==> src/design/sgp_pkg.sv <==
// package: register map, field layout and mode codes for the pin configuration block
package sgp_pkg;
   // register byte addresses
   localparam logic [7:0] OFS_PINS_ONE_TWO = 8'h0e;
   localparam logic [7:0] OFS_PIN_THREE = 8'h0f;
   localparam logic [7:0] OFS_PINS_FIVE_SIX = 8'h10;
   localparam logic [7:0] OFS_PORT_CTRL = 8'h20;
   localparam logic [7:0] OFS_PIN_STATUS = 8'h24;
   // reset values
   localparam logic [7:0] RST_PINS_ONE_TWO = 8'h00;
   localparam logic [7:0] RST_PIN_THREE = 8'h00;
   localparam logic [7:0] RST_PINS_FIVE_SIX = 8'h00;
   localparam logic RST_PORT_SEL = 1'b0;
   // field positions
   localparam int POS_ONE_MODE = 0;
   localparam int POS_ONE_VAL = 3;
   localparam int POS_TWO_MODE = 4;
   localparam int POS_TWO_VAL = 7;
   localparam int POS_THREE_MODE = 0;
   localparam int POS_THREE_VAL = 3;
   localparam int POS_FIVE_MODE = 0;
   localparam int POS_FIVE_VAL = 3;
   localparam int POS_SIX_MODE = 4;
   localparam int POS_SIX_VAL = 7;
   localparam int POS_PORT_SEL = 0;
   localparam logic [7:0] MASK_PIN_THREE = 8'h0f;
   localparam logic [7:0] MASK_FIVE_SIX = 8'hbb;
   // mode codes
   localparam logic [1:0] LOW_FUNC_IN = 2'h0;
   localparam logic [1:0] LOW_HIGH_Z = 2'h2;
   localparam logic [2:0] MODE_GP_OUT = 3'h1;
   localparam logic [2:0] MODE_GP_IN = 3'h3;
   localparam logic [2:0] MODE_REMOTE_HOLD = 3'h5;
   localparam logic [2:0] MODE_REMOTE_DEFAULT = 3'h7;
   localparam logic [1:0] SMODE_GP_OUT = 2'h1;
   // bus answer state
   typedef enum logic [0:0] {BUS_IDLE, BUS_ACKED} sgp_bus_t;
endpackage

==> src/design/sgp_pin_ctl.sv <==
// one pin: mode decode, remote value capture and output drive
`timescale 1ns/1ps
module sgp_pin_ctl
   import sgp_pkg::*;
(
   // clock and reset
   input wire logic clk,
   input wire logic rst_n,
   // configuration
   input wire logic [2:0] mode,
   input wire logic out_val,
   // remote side
   input wire logic link_up,
   input wire logic remote_valid,
   input wire logic remote_val,
   // pin
   output logic pin_o,
   output logic pin_oe,
   output logic func_in
);
   logic remote_q;
   logic remote_mode;
   logic next_o;
   logic next_oe;

   assign remote_mode = (mode == MODE_REMOTE_HOLD) || (mode == MODE_REMOTE_DEFAULT);

   // capture of remote value, held otherwise
   always_ff @(posedge clk or negedge rst_n)
   begin
      if (!rst_n)
         remote_q <= 1'b0;
      else if (remote_mode && link_up && remote_valid)
         remote_q <= remote_val;
   end

   always_comb
   begin
      next_o = 1'b0;
      next_oe = 1'b0;
      func_in = (mode[1:0] == LOW_FUNC_IN);
      case (mode)
         MODE_GP_OUT:
         begin
            next_oe = 1'b1;
            next_o = out_val;
         end
         MODE_REMOTE_HOLD:
         begin
            next_oe = 1'b1;
            next_o = (link_up && remote_valid) ? remote_val : remote_q;
         end
         MODE_REMOTE_DEFAULT:
         begin
            next_oe = 1'b1;
            if (!link_up)
               next_o = out_val;
            else
               next_o = remote_valid ? remote_val : remote_q;
         end
         default:
         begin
            next_oe = 1'b0; // inputs, high impedance, functional
            next_o = 1'b0;
         end
      endcase
   end

   always_ff @(posedge clk or negedge rst_n)
   begin
      if (!rst_n)
      begin
         pin_o <= 1'b0;
         pin_oe <= 1'b0;
      end
      else
      begin
         pin_o <= next_o;
         pin_oe <= next_oe;
      end
   end

   a_local_out_drive: assert property (@(posedge clk) disable iff (!rst_n)
      mode == MODE_GP_OUT |=> pin_oe && pin_o == $past(out_val))
      else $error("local output not driven");
   a_highz_no_drive: assert property (@(posedge clk) disable iff (!rst_n)
      mode[1:0] == LOW_HIGH_Z |=> !pin_oe)
      else $error("high impedance pin driven");
   a_input_no_drive: assert property (@(posedge clk) disable iff (!rst_n)
      mode == MODE_GP_IN |-> !func_in ##1 !pin_oe)
      else $error("input pin driven");
   a_hold_on_loss: assert property (@(posedge clk) disable iff (!rst_n)
      $past(mode) == MODE_REMOTE_HOLD && mode == MODE_REMOTE_HOLD && !link_up
      |=> pin_o == $past(pin_o))
      else $error("remote hold lost value");
   a_default_on_loss: assert property (@(posedge clk) disable iff (!rst_n)
      mode == MODE_REMOTE_DEFAULT && !link_up |=> pin_oe && pin_o == $past(out_val))
      else $error("remote default not driven");
   a_remote_update: assert property (@(posedge clk) disable iff (!rst_n)
      remote_mode && link_up && remote_valid |=> pin_o == $past(remote_val))
      else $error("remote value not taken");
   c_remote_loss: cover property (@(posedge clk) disable iff (!rst_n)
      remote_mode && link_up ##1 remote_mode && !link_up);
endmodule

==> src/design/sgp_wb_slave.sv <==
// classic wishbone slave handshake: one-cycle answer, ack drops after
`timescale 1ns/1ps
module sgp_wb_slave
   import sgp_pkg::*;
(
   // clock and reset
   input wire logic clk,
   input wire logic rst_n,
   // bus
   input wire logic cyc,
   input wire logic stb,
   input wire logic we,
   // answer
   output logic ack,
   output logic wr_go
);
   sgp_bus_t state;

   always_ff @(posedge clk or negedge rst_n)
   begin
      if (!rst_n)
         state <= BUS_IDLE;
      else
      begin
         case (state)
            BUS_IDLE:
               if (cyc && stb)
                  state <= BUS_ACKED;
            BUS_ACKED:
               state <= BUS_IDLE;
            default:
               state <= BUS_IDLE;
         endcase
      end
   end

   assign ack = (state == BUS_ACKED) && cyc && stb;
   assign wr_go = ack && we;

   a_ack_one_cycle: assert property (@(posedge clk) disable iff (!rst_n)
      ack |=> !ack)
      else $error("ack held two cycles");
   c_bus_write: cover property (@(posedge clk) disable iff (!rst_n) wr_go);
endmodule

==> src/design/sgp_pin_config.sv <==
// top: pin configuration registers, port select and per-pin drive
//
// Implementation choice: the Wishbone interface to the registers.
`timescale 1ns/1ps

module sgp_pin_config
   import sgp_pkg::*;
(
   // clock and reset
   input wire logic CLK,
   input wire logic RST_N,
   // wishbone slave
   input wire logic CYC_I,
   input wire logic STB_I,
   input wire logic WE_I,
   input wire logic [7:0] ADR_I,
   input wire logic [3:0] SEL_I,
   input wire logic [31:0] DAT_I,
   output logic [31:0] DAT_O,
   output logic ACK_O,
   // link status and back channel, one per port
   input wire logic [1:0] LINK_UP,
   input wire logic [1:0] REMOTE_VALID,
   input wire logic [5:0] REMOTE_VAL,
   // first port pins one to three
   output logic [2:0] GENERAL_PIN_O,
   output logic [2:0] GENERAL_PIN_OE,
   output logic [2:0] GENERAL_PIN_FUNC,
   // second port pins one to three
   output logic [2:0] SECOND_PORT_PIN_O,
   output logic [2:0] SECOND_PORT_PIN_OE,
   output logic [2:0] SECOND_PORT_PIN_FUNC,
   // register pins five and six
   output logic [1:0] REGISTER_PIN_O,
   output logic [1:0] REGISTER_PIN_OE
);
   // =========================================================
   // registers
   logic wr_go;
   logic [7:0] pins_one_two_config[2];
   logic [7:0] pin_three_config[2];
   logic [7:0] pins_five_six_config;
   logic second_port_select;
   logic [7:0] wdat;
   logic sel_idx;
   logic [31:0] next_dat;

   sgp_wb_slave u_bus (
      .clk(CLK),
      .rst_n(RST_N),
      .cyc(CYC_I),
      .stb(STB_I),
      .we(WE_I),
      .ack(ACK_O),
      .wr_go(wr_go)
   );

   assign wdat = DAT_I[7:0];
   assign sel_idx = second_port_select;

   always_ff @(posedge CLK or negedge RST_N)
   begin
      if (!RST_N)
         second_port_select <= RST_PORT_SEL;
      else if (wr_go && SEL_I[0] && ADR_I == OFS_PORT_CTRL)
         second_port_select <= wdat[POS_PORT_SEL];
   end

   // one register bank per port, chosen by the port select
   always_ff @(posedge CLK or negedge RST_N)
   begin
      if (!RST_N)
      begin
         pins_one_two_config[0] <= RST_PINS_ONE_TWO;
         pins_one_two_config[1] <= RST_PINS_ONE_TWO;
         pin_three_config[0] <= RST_PIN_THREE;
         pin_three_config[1] <= RST_PIN_THREE;
      end
      else if (wr_go && SEL_I[0])
      begin
         if (ADR_I == OFS_PINS_ONE_TWO)
            pins_one_two_config[sel_idx] <= wdat;
         if (ADR_I == OFS_PIN_THREE)
            pin_three_config[sel_idx] <= wdat & MASK_PIN_THREE;
      end
   end

   always_ff @(posedge CLK or negedge RST_N)
   begin
      if (!RST_N)
         pins_five_six_config <= RST_PINS_FIVE_SIX;
      else if (wr_go && SEL_I[0] && ADR_I == OFS_PINS_FIVE_SIX)
         pins_five_six_config <= wdat & MASK_FIVE_SIX;
   end

   // =========================================================
   // read data
   always_comb
   begin
      next_dat = 32'h0000_0000;
      case (ADR_I)
         OFS_PINS_ONE_TWO: next_dat[7:0] = pins_one_two_config[sel_idx];
         OFS_PIN_THREE: next_dat[7:0] = pin_three_config[sel_idx];
         OFS_PINS_FIVE_SIX: next_dat[7:0] = pins_five_six_config;
         OFS_PORT_CTRL: next_dat[0] = second_port_select;
         OFS_PIN_STATUS:
         begin
            next_dat[2:0] = sel_idx ? SECOND_PORT_PIN_O : GENERAL_PIN_O;
            next_dat[5:3] = sel_idx ? SECOND_PORT_PIN_OE : GENERAL_PIN_OE;
            next_dat[7:6] = REGISTER_PIN_O;
         end
         default: next_dat = 32'h0000_0000;
      endcase
   end

   always_ff @(posedge CLK or negedge RST_N)
   begin
      if (!RST_N)
         DAT_O <= 32'h0000_0000;
      else if (CYC_I && STB_I && !ACK_O)
         DAT_O <= next_dat;
   end

   // =========================================================
   // pins of both ports
   logic [2:0] pin_o[2];
   logic [2:0] pin_oe[2];
   logic [2:0] pin_func[2];

   genvar p;
   genvar n;
   generate
      for (p = 0; p < 2; p++)
      begin : g_port
         for (n = 0; n < 3; n++)
         begin : g_pin
            logic [2:0] mode;
            logic val;
            if (n == 0)
            begin : g_one
               assign mode = pins_one_two_config[p][POS_ONE_MODE +: 3];
               assign val = pins_one_two_config[p][POS_ONE_VAL];
            end
            else if (n == 1)
            begin : g_two
               assign mode = pins_one_two_config[p][POS_TWO_MODE +: 3];
               assign val = pins_one_two_config[p][POS_TWO_VAL];
            end
            else
            begin : g_three
               assign mode = pin_three_config[p][POS_THREE_MODE +: 3];
               assign val = pin_three_config[p][POS_THREE_VAL];
            end
            sgp_pin_ctl u_pin (
               .clk(CLK),
               .rst_n(RST_N),
               .mode(mode),
               .out_val(val),
               .link_up(LINK_UP[p]),
               .remote_valid(REMOTE_VALID[p]),
               .remote_val(REMOTE_VAL[p*3+n]),
               .pin_o(pin_o[p][n]),
               .pin_oe(pin_oe[p][n]),
               .func_in(pin_func[p][n])
            );
         end
      end
   endgenerate

   assign GENERAL_PIN_O = pin_o[0];
   assign GENERAL_PIN_OE = pin_oe[0];
   assign GENERAL_PIN_FUNC = pin_func[0];
   assign SECOND_PORT_PIN_O = pin_o[1];
   assign SECOND_PORT_PIN_OE = pin_oe[1];
   assign SECOND_PORT_PIN_FUNC = pin_func[1];

   // =========================================================
   // pins five and six: two-bit modes, local only
   always_ff @(posedge CLK or negedge RST_N)
   begin
      if (!RST_N)
      begin
         REGISTER_PIN_O <= 2'h0;
         REGISTER_PIN_OE <= 2'h0;
      end
      else
      begin
         REGISTER_PIN_OE[0] <= pins_five_six_config[POS_FIVE_MODE +: 2] == SMODE_GP_OUT;
         REGISTER_PIN_O[0] <= (pins_five_six_config[POS_FIVE_MODE +: 2] == SMODE_GP_OUT)
                              && pins_five_six_config[POS_FIVE_VAL];
         REGISTER_PIN_OE[1] <= pins_five_six_config[POS_SIX_MODE +: 2] == SMODE_GP_OUT;
         REGISTER_PIN_O[1] <= (pins_five_six_config[POS_SIX_MODE +: 2] == SMODE_GP_OUT)
                              && pins_five_six_config[POS_SIX_VAL];
      end
   end

   // =========================================================
   // checks
   a_pin_six_drive: assert property (@(posedge CLK) disable iff (!RST_N)
      pins_five_six_config[POS_SIX_MODE +: 2] == SMODE_GP_OUT
      |=> REGISTER_PIN_OE[1] && REGISTER_PIN_O[1] == $past(pins_five_six_config[POS_SIX_VAL]))
      else $error("pin six not driven");
   a_port_steer: assert property (@(posedge CLK) disable iff (!RST_N)
      wr_go && SEL_I[0] && ADR_I == OFS_PINS_ONE_TWO && second_port_select
      |=> pins_one_two_config[1] == $past(wdat)
          && pins_one_two_config[0] == $past(pins_one_two_config[0]))
      else $error("port select not honoured");
   a_three_reserved: assert property (@(posedge CLK) disable iff (!RST_N)
      ACK_O && !WE_I && ADR_I == OFS_PIN_THREE |-> DAT_O[7:4] == 4'h0)
      else $error("reserved bits nonzero");
   a_one_two_layout: assert property (@(posedge CLK) disable iff (!RST_N)
      pins_one_two_config[0][POS_TWO_MODE +: 3] == MODE_GP_OUT
      ##1 pins_one_two_config[0][POS_TWO_MODE +: 3] == MODE_GP_OUT
      |=> GENERAL_PIN_OE[1] && GENERAL_PIN_O[1] == $past(pins_one_two_config[0][POS_TWO_VAL], 1))
      else $error("pin two layout wrong");
   c_second_port: cover property (@(posedge CLK) disable iff (!RST_N) |SECOND_PORT_PIN_OE);
   c_read: cover property (@(posedge CLK) disable iff (!RST_N) ACK_O && !WE_I);
endmodule

==> config.mk <==
export PLATFORM = sky130hd
export DESIGN_NAME = sgp_pin_config
export DESIGN_NICKNAME = d
export VERILOG_FILES = /design/src/design/sgp_pkg.sv /design/src/design/sgp_pin_ctl.sv /design/src/design/sgp_wb_slave.sv /design/src/design/sgp_pin_config.sv
export SDC_FILE = /design/constraint.sdc
export NUM_CORES = 1
export LEC_CHECK = 0
export BUFFER_PORTS_ARGS = -buffer_cell sky130_fd_sc_hd__buf_2
export CORE_ASPECT_RATIO = 0.5
export CORE_MARGIN = 1.5
export CORE_UTILIZATION = 52
export CTS_BUF_LIST = sky130_fd_sc_hd__clkbuf_4 sky130_fd_sc_hd__clkbuf_8
export CTS_CLUSTER_DIAMETER = 40
export DETAILED_ROUTE_END_ITERATION = 16
export PLACE_DENSITY = 0.84
export SLEW_MARGIN = 30
export SYNTH_ARGS = -nofsm -noshare
export SYNTH_HDL_FRONTEND = slang
export SYNTH_SLANG_ARGS = --single-unit
export TNS_END_PERCENT = 5
==> constraint.sdc <==
create_clock -name CLK -period 1.88 [get_ports CLK]
set_input_delay 0.47 -clock CLK [delete_from_list [all_inputs] [get_ports CLK]]
set_output_delay 0.47 -clock CLK [all_outputs]
set_load 0.01 [all_outputs]
# == Word level (Yosys, flattened, before mapping) ==
# Index checks and enable logic that the tools add are counted.
# Widths: inputs -> output; s select.
# totals
register_bits,70
inputBits,59
out_inout_bits,55
wordCells,149
# classes
order_cmp,2
eq_ne,25
mux,46
n_bitwise,2
n_reduce_logical,46
# ops
op,n
$mux 8,7
$eq 3x3->1 const B,12
$bwmux 16,2
$pmux 7 s4,1
$logic_and 1x1->1,25
$mux 1,25
$eq 3x1->1 const B,6
$pmux 1 s3,6
$reduce_or 3->1,6
$eq 8x4->1 const B,2
$eq 8x6->1 const B,2
$logic_not 2->1,6
$demux 8 s1,1
$eq 8x5->1 const B,1
$logic_or 1x1->1,6
$mux 3,2
$pmux 1 s5,1
$eq 2x1->1 const B,2
$reduce_and 2->1,2
$ge 2x2->1 const B,1
$lt 2x1->1 const B,1
$not 1->2,1
$pmux 1 s2,1
$logic_not 1->1,1
$not 1->1,1

# == Logic depth before layout (Yosys ltp) ==
# Gate-level depths: netlist of the first run.
# logic_depth
word_depth,6
ltp_mapped,6
depth_no_buf,5

# == Hierarchy ==
# Synthesis of the first run repeated with hierarchy kept, for this count alone.
# unflattened
cells_unflattened,276
area_unflattened_um2,3249.4
# modules_own_cells
mod,instances,cells_per_inst,area_per_inst_um2,seq_area_each_um2
sgp_pin_config,1,176,2230.9,1076.0
sgp_pin_ctl,6,16,161.4,75.1
sgp_wb_slave,1,4,50.0,25.0

# == Least setup slack after synthesis of the first run ==
# No wires, ideal clock.
# synth_timing
path_type,input-to-reg
from,input ADR_I[5]
to,register pins_one_two_config (netlist bit g_port[0].g_pin[0].mode[0])
setup_ns,0.125
t_arrival_ns,1.803
slack_ns,-0.048
path_stages,6
path_cell_list,or3_1 > buf_6 > nor2_8 > and4bb_1 > buf_6 > mux2_4
# synth_between
elab_chain_len,2
# synth_lines
item,line_no,rtl
"start, declared",sgp_pin_config.sv:16,"input wire logic [7:0] ADR_I,"
$eq 8x4->1,sgp_pin_config.sv:81,if (ADR_I == OFS_PINS_ONE_TWO)
$reduce_and 2->1 (no line),n/a,
"end signal, assigned by index",sgp_pin_config.sv:82,pins_one_two_config[sel_idx] <= wdat;
"end, declared",sgp_pin_config.sv:40,logic [7:0] pins_one_two_config[2];
# Every way passes these cells.
# A chain may end at the register's enable or synchronous reset.

# == Worst setup path after layout of the first run ==
# layout_timing
from,input ADR_I[5]
to,register pins_five_six_config[1]
# layout_between
elab_chain_len,2
# layout_lines
item,line_no,rtl
$eq 8x5->1,sgp_pin_config.sv:92,else if (wr_go && SEL_I[0] && ADR_I == OFS_PINS_FIVE_SIX)
$logic_and 1x1->1,sgp_pin_config.sv:92,
"end signal, assigned",sgp_pin_config.sv:93,pins_five_six_config <= wdat & MASK_FIVE_SIX;
"end, declared",sgp_pin_config.sv:42,logic [7:0] pins_five_six_config;
# Every way passes these cells.

==> out/metrics.csv, run 1 <==
metric,value,unit
GPL Wtd Cong,0.8842,
setup TNS,0,ns
# placed instances,436,
CP arrival,1.97,ns
post-synthesis mux area share,21.86,%
IO buf count,62,
Vias,2485,
IO Count,114,
DR WL/cell,18.02,µm
DRT antenna net count,0,
final std cells w/o fill,452,
max_cap viols,0,
maximum clock path buffer count,2,
Final Cycle Share,92.77,%
xor-xnor portion of the synthesized cell area,0,%
iteration-0 DRC count of the detailed router,179,
DP HPWL,5.790,mm
antenna cells,0,
final hold violation count,0,
"FFs w/ async S/R, synth",100.0,%
Post-route DRC,0,
yosys warns,0,
CP Launch Type,input port,
outcome,completed,
die width,117.8,µm
Compound-Gate Fraction of Synth Area,6.934,%
simple-gate share of the synthesized area,13.47,%
mapped cell area,3428,µm²
FMAX,0.5734,GHz
CP required,2.11,ns
first-pass GRT wire length,12.58,mm
Total Power,2.806,mW
vias per inst,5.498,
endpoint class of the critical path,flip-flop,
Setup Buffers After CTS,0,
largest family of logic cells by synthesized area,multiplexers,
Slew Limit Fails,0,
total grt overflow,0,
final WL,8.145,mm
cts bufs inserted,9,
core box area,6206,µm²
worst clock skew,0.005222,ns
adder-cell share of the synthesized area,0,%
Area Growth Syn to Fin,13.91,%
cell taking the most area after synthesis,dfrtp_1,
# fillers,450,
Final Net Count,418,
Avg Synthesized Cell Area,11.39,µm²
Die H,60.42,µm
Pwr Density,718.6,nW/µm²
share of cells above drive strength 1,39.01,%
Rows,20,
Critical R2R Capture,g_port[0].g_pin[0].val$_DFFE_PN0P_,
"EDFF count, synth",0,
worst min path class,in -> async,
Synth top area share,45.26,%
minimum clock period after layout,1.744,ns
Pleak,1.955,nW
reg2reg path depth,5,
crit path max fanout,6,
ranking of synthesized cells by area,"dfrtp_1 45%, mux2_2 10%, buf_4 9.2%",
GRT Total Usage,23.91,%
RSZ-0062 raised after global routing,no,
R2R Path Start,u_bus.state$_DFF_PN0_,
most frequent cells in the layout,"62 x buf_2, 61 x dfrtp_1, 31 x mux2_2, 24 x conb_1, 19 x mux2i_1",
Peak VDD IR,358.4,µV
CTS tree,done,
count of final setup violators,0,
clk root buf,clkbuf_8,
die area,7119,µm²
synth unique cells,41,
clk sinks,62,
pin count of the biggest net entering global routing,63,
reg2reg setup slack,0.14,ns
"Clk pin slew, worst setup/hold paths",0.07,ns
sequential share of the synthesized area,45.26,%
Max H-tree Level,3,
DRT Pass-1 Iters,4,
Worst-Skew Late Latency,0.34,ns
vias in the first global route,2491,
ys flop type,dfrtp_1,
"commonest non-fill, non-tap cell in the layout",buf_2,
CP Class,in -> reg,
"FF+latch count, synth",62,
initial antenna violation count,0,
synthesized instance count,301,
initial core utilization,55.24,%
worst max-delay path, cell delays in order:
cell and delay [ns]:
buf_2 0.10, or3_1 0.48, buf_4 0.21, nor2_1 0.10
nand3_1 0.25, mux2_2 0.36
synthesized netlist by cell type (4+ instances only):
cell type and number:
nor3_1 5, nor3b_1 4, nand2_1 10, nor2b_1 8, nor2_1 15, mux2_4 8
dfrtp_1 62, buf_4 42, a221oi_1 5, mux2_2 31, o21ai_0 8, a21boi_0 6
inv_1 13, a21oi_1 10, mux4_2 4, clkbuf_1 6, mux2i_1 19, nand3_1 4
nor4_1 6, nand4_1 4
repair_timing:
item                                    in CTS  in global routing
hold buffers                                 0                  0
gates resized for setup                      0                  1
endpoints found under the setup margin       0                  7
cell type report:
cell class                 instances  area (µm²)  share of cell area [%]
tap                               88       110.1                   2.820
inverter                          13       48.80                   1.250
timing repair buffer              77       435.4                   11.15
sequential                        62        1553                   39.76
clock inverter                     3       40.04                   1.025
multi-input combinational        196        1539                   39.41
clock buffer                      13       178.9                   4.582
registers in the layout (all words and copies together), names as in the netlist:
name and cells:
g_port.g_pin.u_pin.pin_o 6, REGISTER_PIN_O 2, g_port.g_pin.mode 18, pins_five_six_config 6, g_port.g_pin.val 6, g_port.g_pin.u_pin.pin_oe 6
g_port.g_pin.u_pin.remote_q 6, DAT_O 8, second_port_select 1, REGISTER_PIN_OE 2, u_bus.state 1
how the worst max path moves through the flow:
| stage | startpoint | endpoint | cells past startpoint |
|---|---|---|---|
| global placement | ADR_I[5] | pins_five_six_config[0]$_DFFE_PN0P_ | 6 |
| detailed placement | ADR_I[5] | pins_five_six_config[1]$_DFFE_PN0P_ | 6 |
| global route | u_bus.state$_DFF_PN0_ | g_port[0].g_pin[1].mode[0]$_DFFE_PN0P_ | 5 |
| CTS | second_port_select$_DFFE_PN0P_ | g_port[1].g_pin[2].mode[1]$_DFFE_PN0P_ | 3 |
| finish | ADR_I[5] | pins_five_six_config[1]$_DFFE_PN0P_ | 6 |
| floorplan | ADR_I[5] | g_port[0].g_pin[0].mode[0]$_DFFE_PN0P_ | 6 |
per-layer routing:
| metal | GRT usage (%) | vias to the layer above | share of wire [%] |
|---|---|---|---|
| met2 | 40.94 | 103 | 49 |
| li1 | - | 1121 | - |
| met4 | 9.930 | 0 | 1.9 |
| met1 | 28.74 | 1245 | 42 |
| met5 | 0 | - | 0 |
| met3 | 8.365 | 16 | 7.6 |
cell families after synthesis:
logic type             Yosys count
multiplexers                    62
AO/OA/AOI/OAI                   36
AND/OR/NAND/NOR                 74
buffers and inverters           66
flip-flops                      62
other                            1
power breakdown:
| group | internal, mW | switching, mW |
|---|---|---|
| Clock | 0.753 | 0.515 |
| Sequential | 1.34 | 0.00583 |
| Combinational | 0.0654 | 0.125 |
metrics by stage:
stage | worst slack [ns] | hold slack [ns] | utilization (%) | cell area, µm²
2_1_floorplan | -0.02390 | 0.1744 | - | 3515
3_3_place_gp | -0.1777 | 0.4516 | 59.38 | 3685
3_5_place_dp | -0.2104 | 0.4545 | 59.38 | 3685
4_1_cts | 0.07421 | 0.1366 | 62.90 | 3904
5_1_grt | 0.06217 | 0.1307 | 62.92 | 3905
6_report | 0.1359 | 0.1183 | 62.92 | 3905
Note: power is estimated with default switching activity, not from simulation.
==> run 2, diff against run 1 <==
--- a/config.mk
+++ b/config.mk
@@ -12,6 +12,7 @@
 export CTS_BUF_LIST = sky130_fd_sc_hd__clkbuf_4 sky130_fd_sc_hd__clkbuf_8
 export CTS_CLUSTER_DIAMETER = 40
 export DETAILED_ROUTE_END_ITERATION = 16
+export GPL_TIMING_DRIVEN = 0
 export PLACE_DENSITY = 0.84
 export SLEW_MARGIN = 30
 export SYNTH_ARGS = -nofsm -noshare
==> out/metrics.csv, run 2 (same netlist as run 1, synthesis figures left out) <==
metric,value,unit
outcome,completed,
worst clock skew,0.007993,ns
Final Net Count,453,
clk sinks,62,
# fillers,476,
CP cell instances,buf_2 -> or3_1 -> buf_6 -> nor2_8 -> and4bb_1 -> buf_6 -> mux2_4,
DRT Pass-1 Iters,4,
final WL,8.032,mm
Levels on crit path,7,
setup TNS,0,ns
clk root buf,clkbuf_8,
Die H,60.42,µm
DRT antenna net count,0,
Rows,20,
CP startpoint,ADR_I[5],
share of cells above drive strength 1,42.86,%
first-pass GRT wire length,12.80,mm
RSZ-0062 raised after global routing,no,
Critical Path End,g_port[0].g_pin[1].mode[0]$_DFFE_PN0P_,
iteration-0 DRC count of the detailed router,230,
"slowest stage delay, CP",0.39,ns
final design utilization,66.31,%
minimum clock period after layout,1.804,ns
worst setup margin,0.07597,ns
Final Cycle Share,95.96,%
DP HPWL,6.085,mm
CP required,2.11,ns
max reg flops,18,
DR WL/cell,16.49,µm
final hold violation count,0,
endpoint class of the critical path,flip-flop,
reg2reg path depth,5,
"Clk pin slew, worst setup/hold paths",0.07,ns
GRT Total Usage,24.37,%
IO buf count,60,
slowest CP cell,or3_1,
hold_buf cts,0,
FMAX,0.5543,GHz
reg2reg setup slack,0.14,ns
vias per inst,5.378,
max_cap viols,0,
# placed instances,472,
Pwr Density,659.6,nW/µm²
R2R Path Start,second_port_select$_DFFE_PN0P_,
final std cells w/o fill,487,
Post-route DRC,0,
CP Class,in -> reg,
CP Launch Type,input port,
Peak VDD IR,299.3,µV
cts bufs inserted,9,
die area,7119,µm²
count of final setup violators,0,
Vias,2619,
Reg area,1551,µm²
IO Count,114,
CTS tree,done,
Worst-Skew Late Latency,0.35,ns
die width,117.8,µm
worst min path class,in -> async,
vias in the first global route,2550,
Critical R2R Capture,DAT_O[2]$_DFFE_PN0P_,
Setup Buffers After CTS,0,
Area Growth Syn to Fin,20.04,%
pin count of the biggest net entering global routing,63,
antenna cells,0,
Max H-tree Level,3,
crit path max fanout,10,
initial core utilization,55.24,%
Slew HR,49.43,%
Slew Limit Fails,0,
most frequent cells in the layout,"62 x dfrtp_1, 61 x buf_2, 44 x buf_4, 31 x mux2_2, 24 x conb_1",
area of the multi-input gates,1539,µm²
CP top delay family,simple AND/OR/NAND/NOR gates,
GPL Wtd Cong,0.8969,
"commonest non-fill, non-tap cell in the layout",dfrtp_1,
Pleak,2.113,nW
maximum clock path buffer count,2,
total grt overflow,0,
Setup WS pre-CTS,-0.2400,ns
Slew @ Worst Pin,0.7585,ns
Crit path top cell by count,buf_6,
core box area,6206,µm²
CP arrival,2.03,ns
initial antenna violation count,0,
number of gates resized after cts,0,
"Buf+Inv Stages, Crit Path",3,
run 2: changes by cell type in the layout (fill, tap and decap cells not counted):
cell      before  now
clkbuf_8      13    9
buf_4         14   44
dfrtp_2        1    0
clkbuf_1       0    5
clkbuf_4       0    2
dfrtp_1       61   62
buf_6          0    2
buf_2         62   61
buf_12         1    0
clkinv_2       2    4
run 2: stage by stage:
| step | hold WS, ns | cell area (µm²) | power, mW |
|---|---|---|---|
| after floorplan | 0.1744 | 3515 | 1.491 |
| after global placement | 0.4489 | 3925 | 1.581 |
| after detailed placement | 0.4605 | 3928 | 1.590 |
| after CTS | 0.2233 | 4116 | 2.723 |
| after global routing | 0.2588 | 4115 | 2.799 |
| final | 0.2007 | 4115 | 2.715 |
run 2: cell type report:
| class | count | area share, % |
|---|---|---|
| Sequential cell | 62 | 37.70 |
| Multi-Input combinational cell | 196 | 37.40 |
| Buffer | 52 | 9.091 |
| Timing Repair Buffer | 60 | 7.358 |
| Clock buffer | 11 | 3.375 |
| Tap cell | 88 | 2.676 |
| Clock inverter | 5 | 1.216 |
| Inverter | 13 | 1.186 |
run 2: power breakdown:
part / switching, mW / total (mW) / internal, mW
combinational: 0.131 / 0.220 / 0.0893
clock: 0.515 / 1.15 / 0.632
sequential: 0.00473 / 1.35 / 1.34
total: 0.651 / 2.71 / 2.06
run 2: layer usage:
metal	routed length [µm]	GRT usage, %
met3	830	9.774
met5	0	0
met2	3722	41.44
met1	3336	29.29
met4	142	8.537
run 2: how the worst min path moves through the flow:
stage / startpoint / end / cells past startpoint / slack (ns)
final: RST_N / g_port[1].g_pin[0].mode[2]$_DFFE_PN0P_ / 1 / 0.20
after global routing: RST_N / g_port[0].g_pin[2].mode[0]$_DFFE_PN0P_ / 1 / 0.26
after CTS: RST_N / g_port[1].g_pin[0].mode[2]$_DFFE_PN0P_ / 1 / 0.22
after detailed placement: pins_five_six_config[5]$_DFFE_PN0P_ / REGISTER_PIN_OE[1]$_DFF_PN0_ / 1 / 0.46
after global placement: pins_five_six_config[1]$_DFFE_PN0P_ / REGISTER_PIN_OE[0]$_DFF_PN0_ / 1 / 0.45
after floorplan: RST_N / DAT_O[0]$_DFFE_PN0P_ / 0 / 0.17
==> run 3, diff against run 2 <==
--- a/config.mk
+++ b/config.mk
@@ -13,8 +13,7 @@
 export CTS_CLUSTER_DIAMETER = 40
 export DETAILED_ROUTE_END_ITERATION = 16
 export GPL_TIMING_DRIVEN = 0
-export PLACE_DENSITY = 0.84
-export SLEW_MARGIN = 30
+export PLACE_DENSITY_LB_ADDON = 0.15
 export SYNTH_ARGS = -nofsm -noshare
 export SYNTH_HDL_FRONTEND = slang
 export SYNTH_SLANG_ARGS = --single-unit
==> out/metrics.csv, run 3 (same netlist as run 1, synthesis figures left out) <==
metric,value,unit
Pwr Density,642.1,nW/µm²
RSZ-0062 raised after global routing,no,
Peak VDD IR,429.8,µV
clk sinks,62,
Pleak,2.107,nW
first-pass GRT wire length,12.94,mm
outcome,completed,
antenna cells,0,
GRT Total Usage,24.40,%
Slew Limit Fails,0,
GPL Wtd Cong,0.9853,
initial core utilization,55.24,%
die width,117.8,µm
Total Power,2.644,mW
vias per inst,5.206,
IO Count,114,
core box area,6206,µm²
fin area,4118,µm²
most frequent cells in the layout,"62 x dfrtp_1, 60 x buf_2, 43 x buf_4, 31 x mux2_2, 24 x conb_1",
IO buf count,60,
Final Net Count,453,
CP Launch Type,input port,
Post-route DRC,0,
placed cell areas,3925,µm²
CP arrival,2.00,ns
share of cells above drive strength 1,43.07,%
count of final setup violators,0,
Die H,60.42,µm
total grt overflow,0,
vias in the first global route,2469,
worst clock skew,0.004386,ns
final design utilization,66.35,%
Area Growth Syn to Fin,20.11,%
minimum clock period after layout,1.777,ns
Final Cycle Share,94.52,%
DR WL/cell,16.43,µm
final WL,7.967,mm
CP Class,in -> reg,
initial antenna violation count,0,
DP HPWL,5.883,mm
area of the multi-input gates,1550,µm²
Rows,20,
maximum clock path buffer count,2,
max reg flops,18,
Setup Buffers After CTS,0,
"Clk pin slew, worst setup/hold paths",0.06,ns
Vias,2525,
DRT antenna net count,0,
crit path max fanout,10,
DRT Pass-1 Iters,4,
clk root buf,clkbuf_8,
hold_buf cts,0,
FMAX,0.5627,GHz
reg2reg path depth,5,
iteration-0 DRC count of the detailed router,137,
die area,7119,µm²
Reg area,1551,µm²
Setup WS pre-CTS,-0.2297,ns
Worst-Skew Late Latency,0.34,ns
worst min path class,in -> async,
"commonest non-fill, non-tap cell in the layout",dfrtp_1,
endpoint class of the critical path,flip-flop,
CTS tree,done,
Max H-tree Level,3,
cts bufs inserted,9,
Slew HR,47.74,%
worst setup margin,0.1030,ns
Slew @ Worst Pin,0.7839,ns
max_cap viols,0,
pin count of the biggest net entering global routing,63,
CP required,2.11,ns
# fillers,500,
final hold violation count,0,
-- run 3: path summary, 6_finish.rpt --
kind,from,endpoint,slack [ns]
hold reg to reg,g_port[0].g_pin[0].u_pin.remote_q$_DFFE_PN0P_,g_port[0].g_pin[0].u_pin.remote_q$_DFFE_PN0P_,0.48
hold / removal,RST_N,g_port[0].g_pin[2].u_pin.remote_q$_DFFE_PN0P_,0.19
max in group asynchronous,RST_N,pins_five_six_config[5]$_DFFE_PN0P_,1.15
setup reg to reg,second_port_select$_DFFE_PN0P_,DAT_O[2]$_DFFE_PN0P_,0.11
setup / recovery,ADR_I[5],g_port[0].g_pin[0].mode[0]$_DFFE_PN0P_,0.10
min in group CLK,REMOTE_VAL[2],g_port[0].g_pin[2].u_pin.remote_q$_DFFE_PN0P_,0.37
-- run 3: final cells by class --
cell class	instances	share of cell area (%)
flip-flops and latches	62	37.68
multi-input cells	196	37.65
plain buffers	52	9.146
repair buffers	60	7.353
clock buffers	13	4.193
well taps	88	2.674
inverters	13	1.185
clock inverters	1	0.1215
-- run 3: metal layers --
layer / GRT usage, % / part of all wire, %
met1: 32.24 / 47
met2: 37.26 / 43
met3: 10.43 / 8.7
met4: 7.666 / 0.90
met5: 0 / 0
-- run 3: worst max-delay path, stage by stage --
cell      delay, ns
buf_2          0.10
or3_1          0.38
buf_6          0.16
nor2_8         0.16
and4bb_1       0.24
buf_6          0.17
mux2_4         0.31
-- run 3: metrics by stage --
step	hold slack [ns]	setup TNS (ns)	instances
after floorplan	0.1744	-0.1912	324
after global placement	0.4581	-3.932	472
after detailed placement	0.4601	-5.491	472
after CTS	0.3633	0	486
after global routing	0.2726	0	485
final	0.1931	0	485
-- run 3: what timing repair did --
item / CTS / global route
hold endpoints to repair: 0 / 0
gates resized for setup: 0 / 4
endpoints found under the setup margin: 0 / 25
-- run 3: power breakdown --
group | leakage [nW] | internal (mW) | total, mW | switching (mW)
clock network | 0.0948 | 0.585 | 1.07 | 0.490
logic | 1.15 | 0.0895 | 0.222 | 0.133
registers | 0.862 | 1.34 | 1.35 | 0.00435
total | 2.11 | 2.02 | 2.64 | 0.627
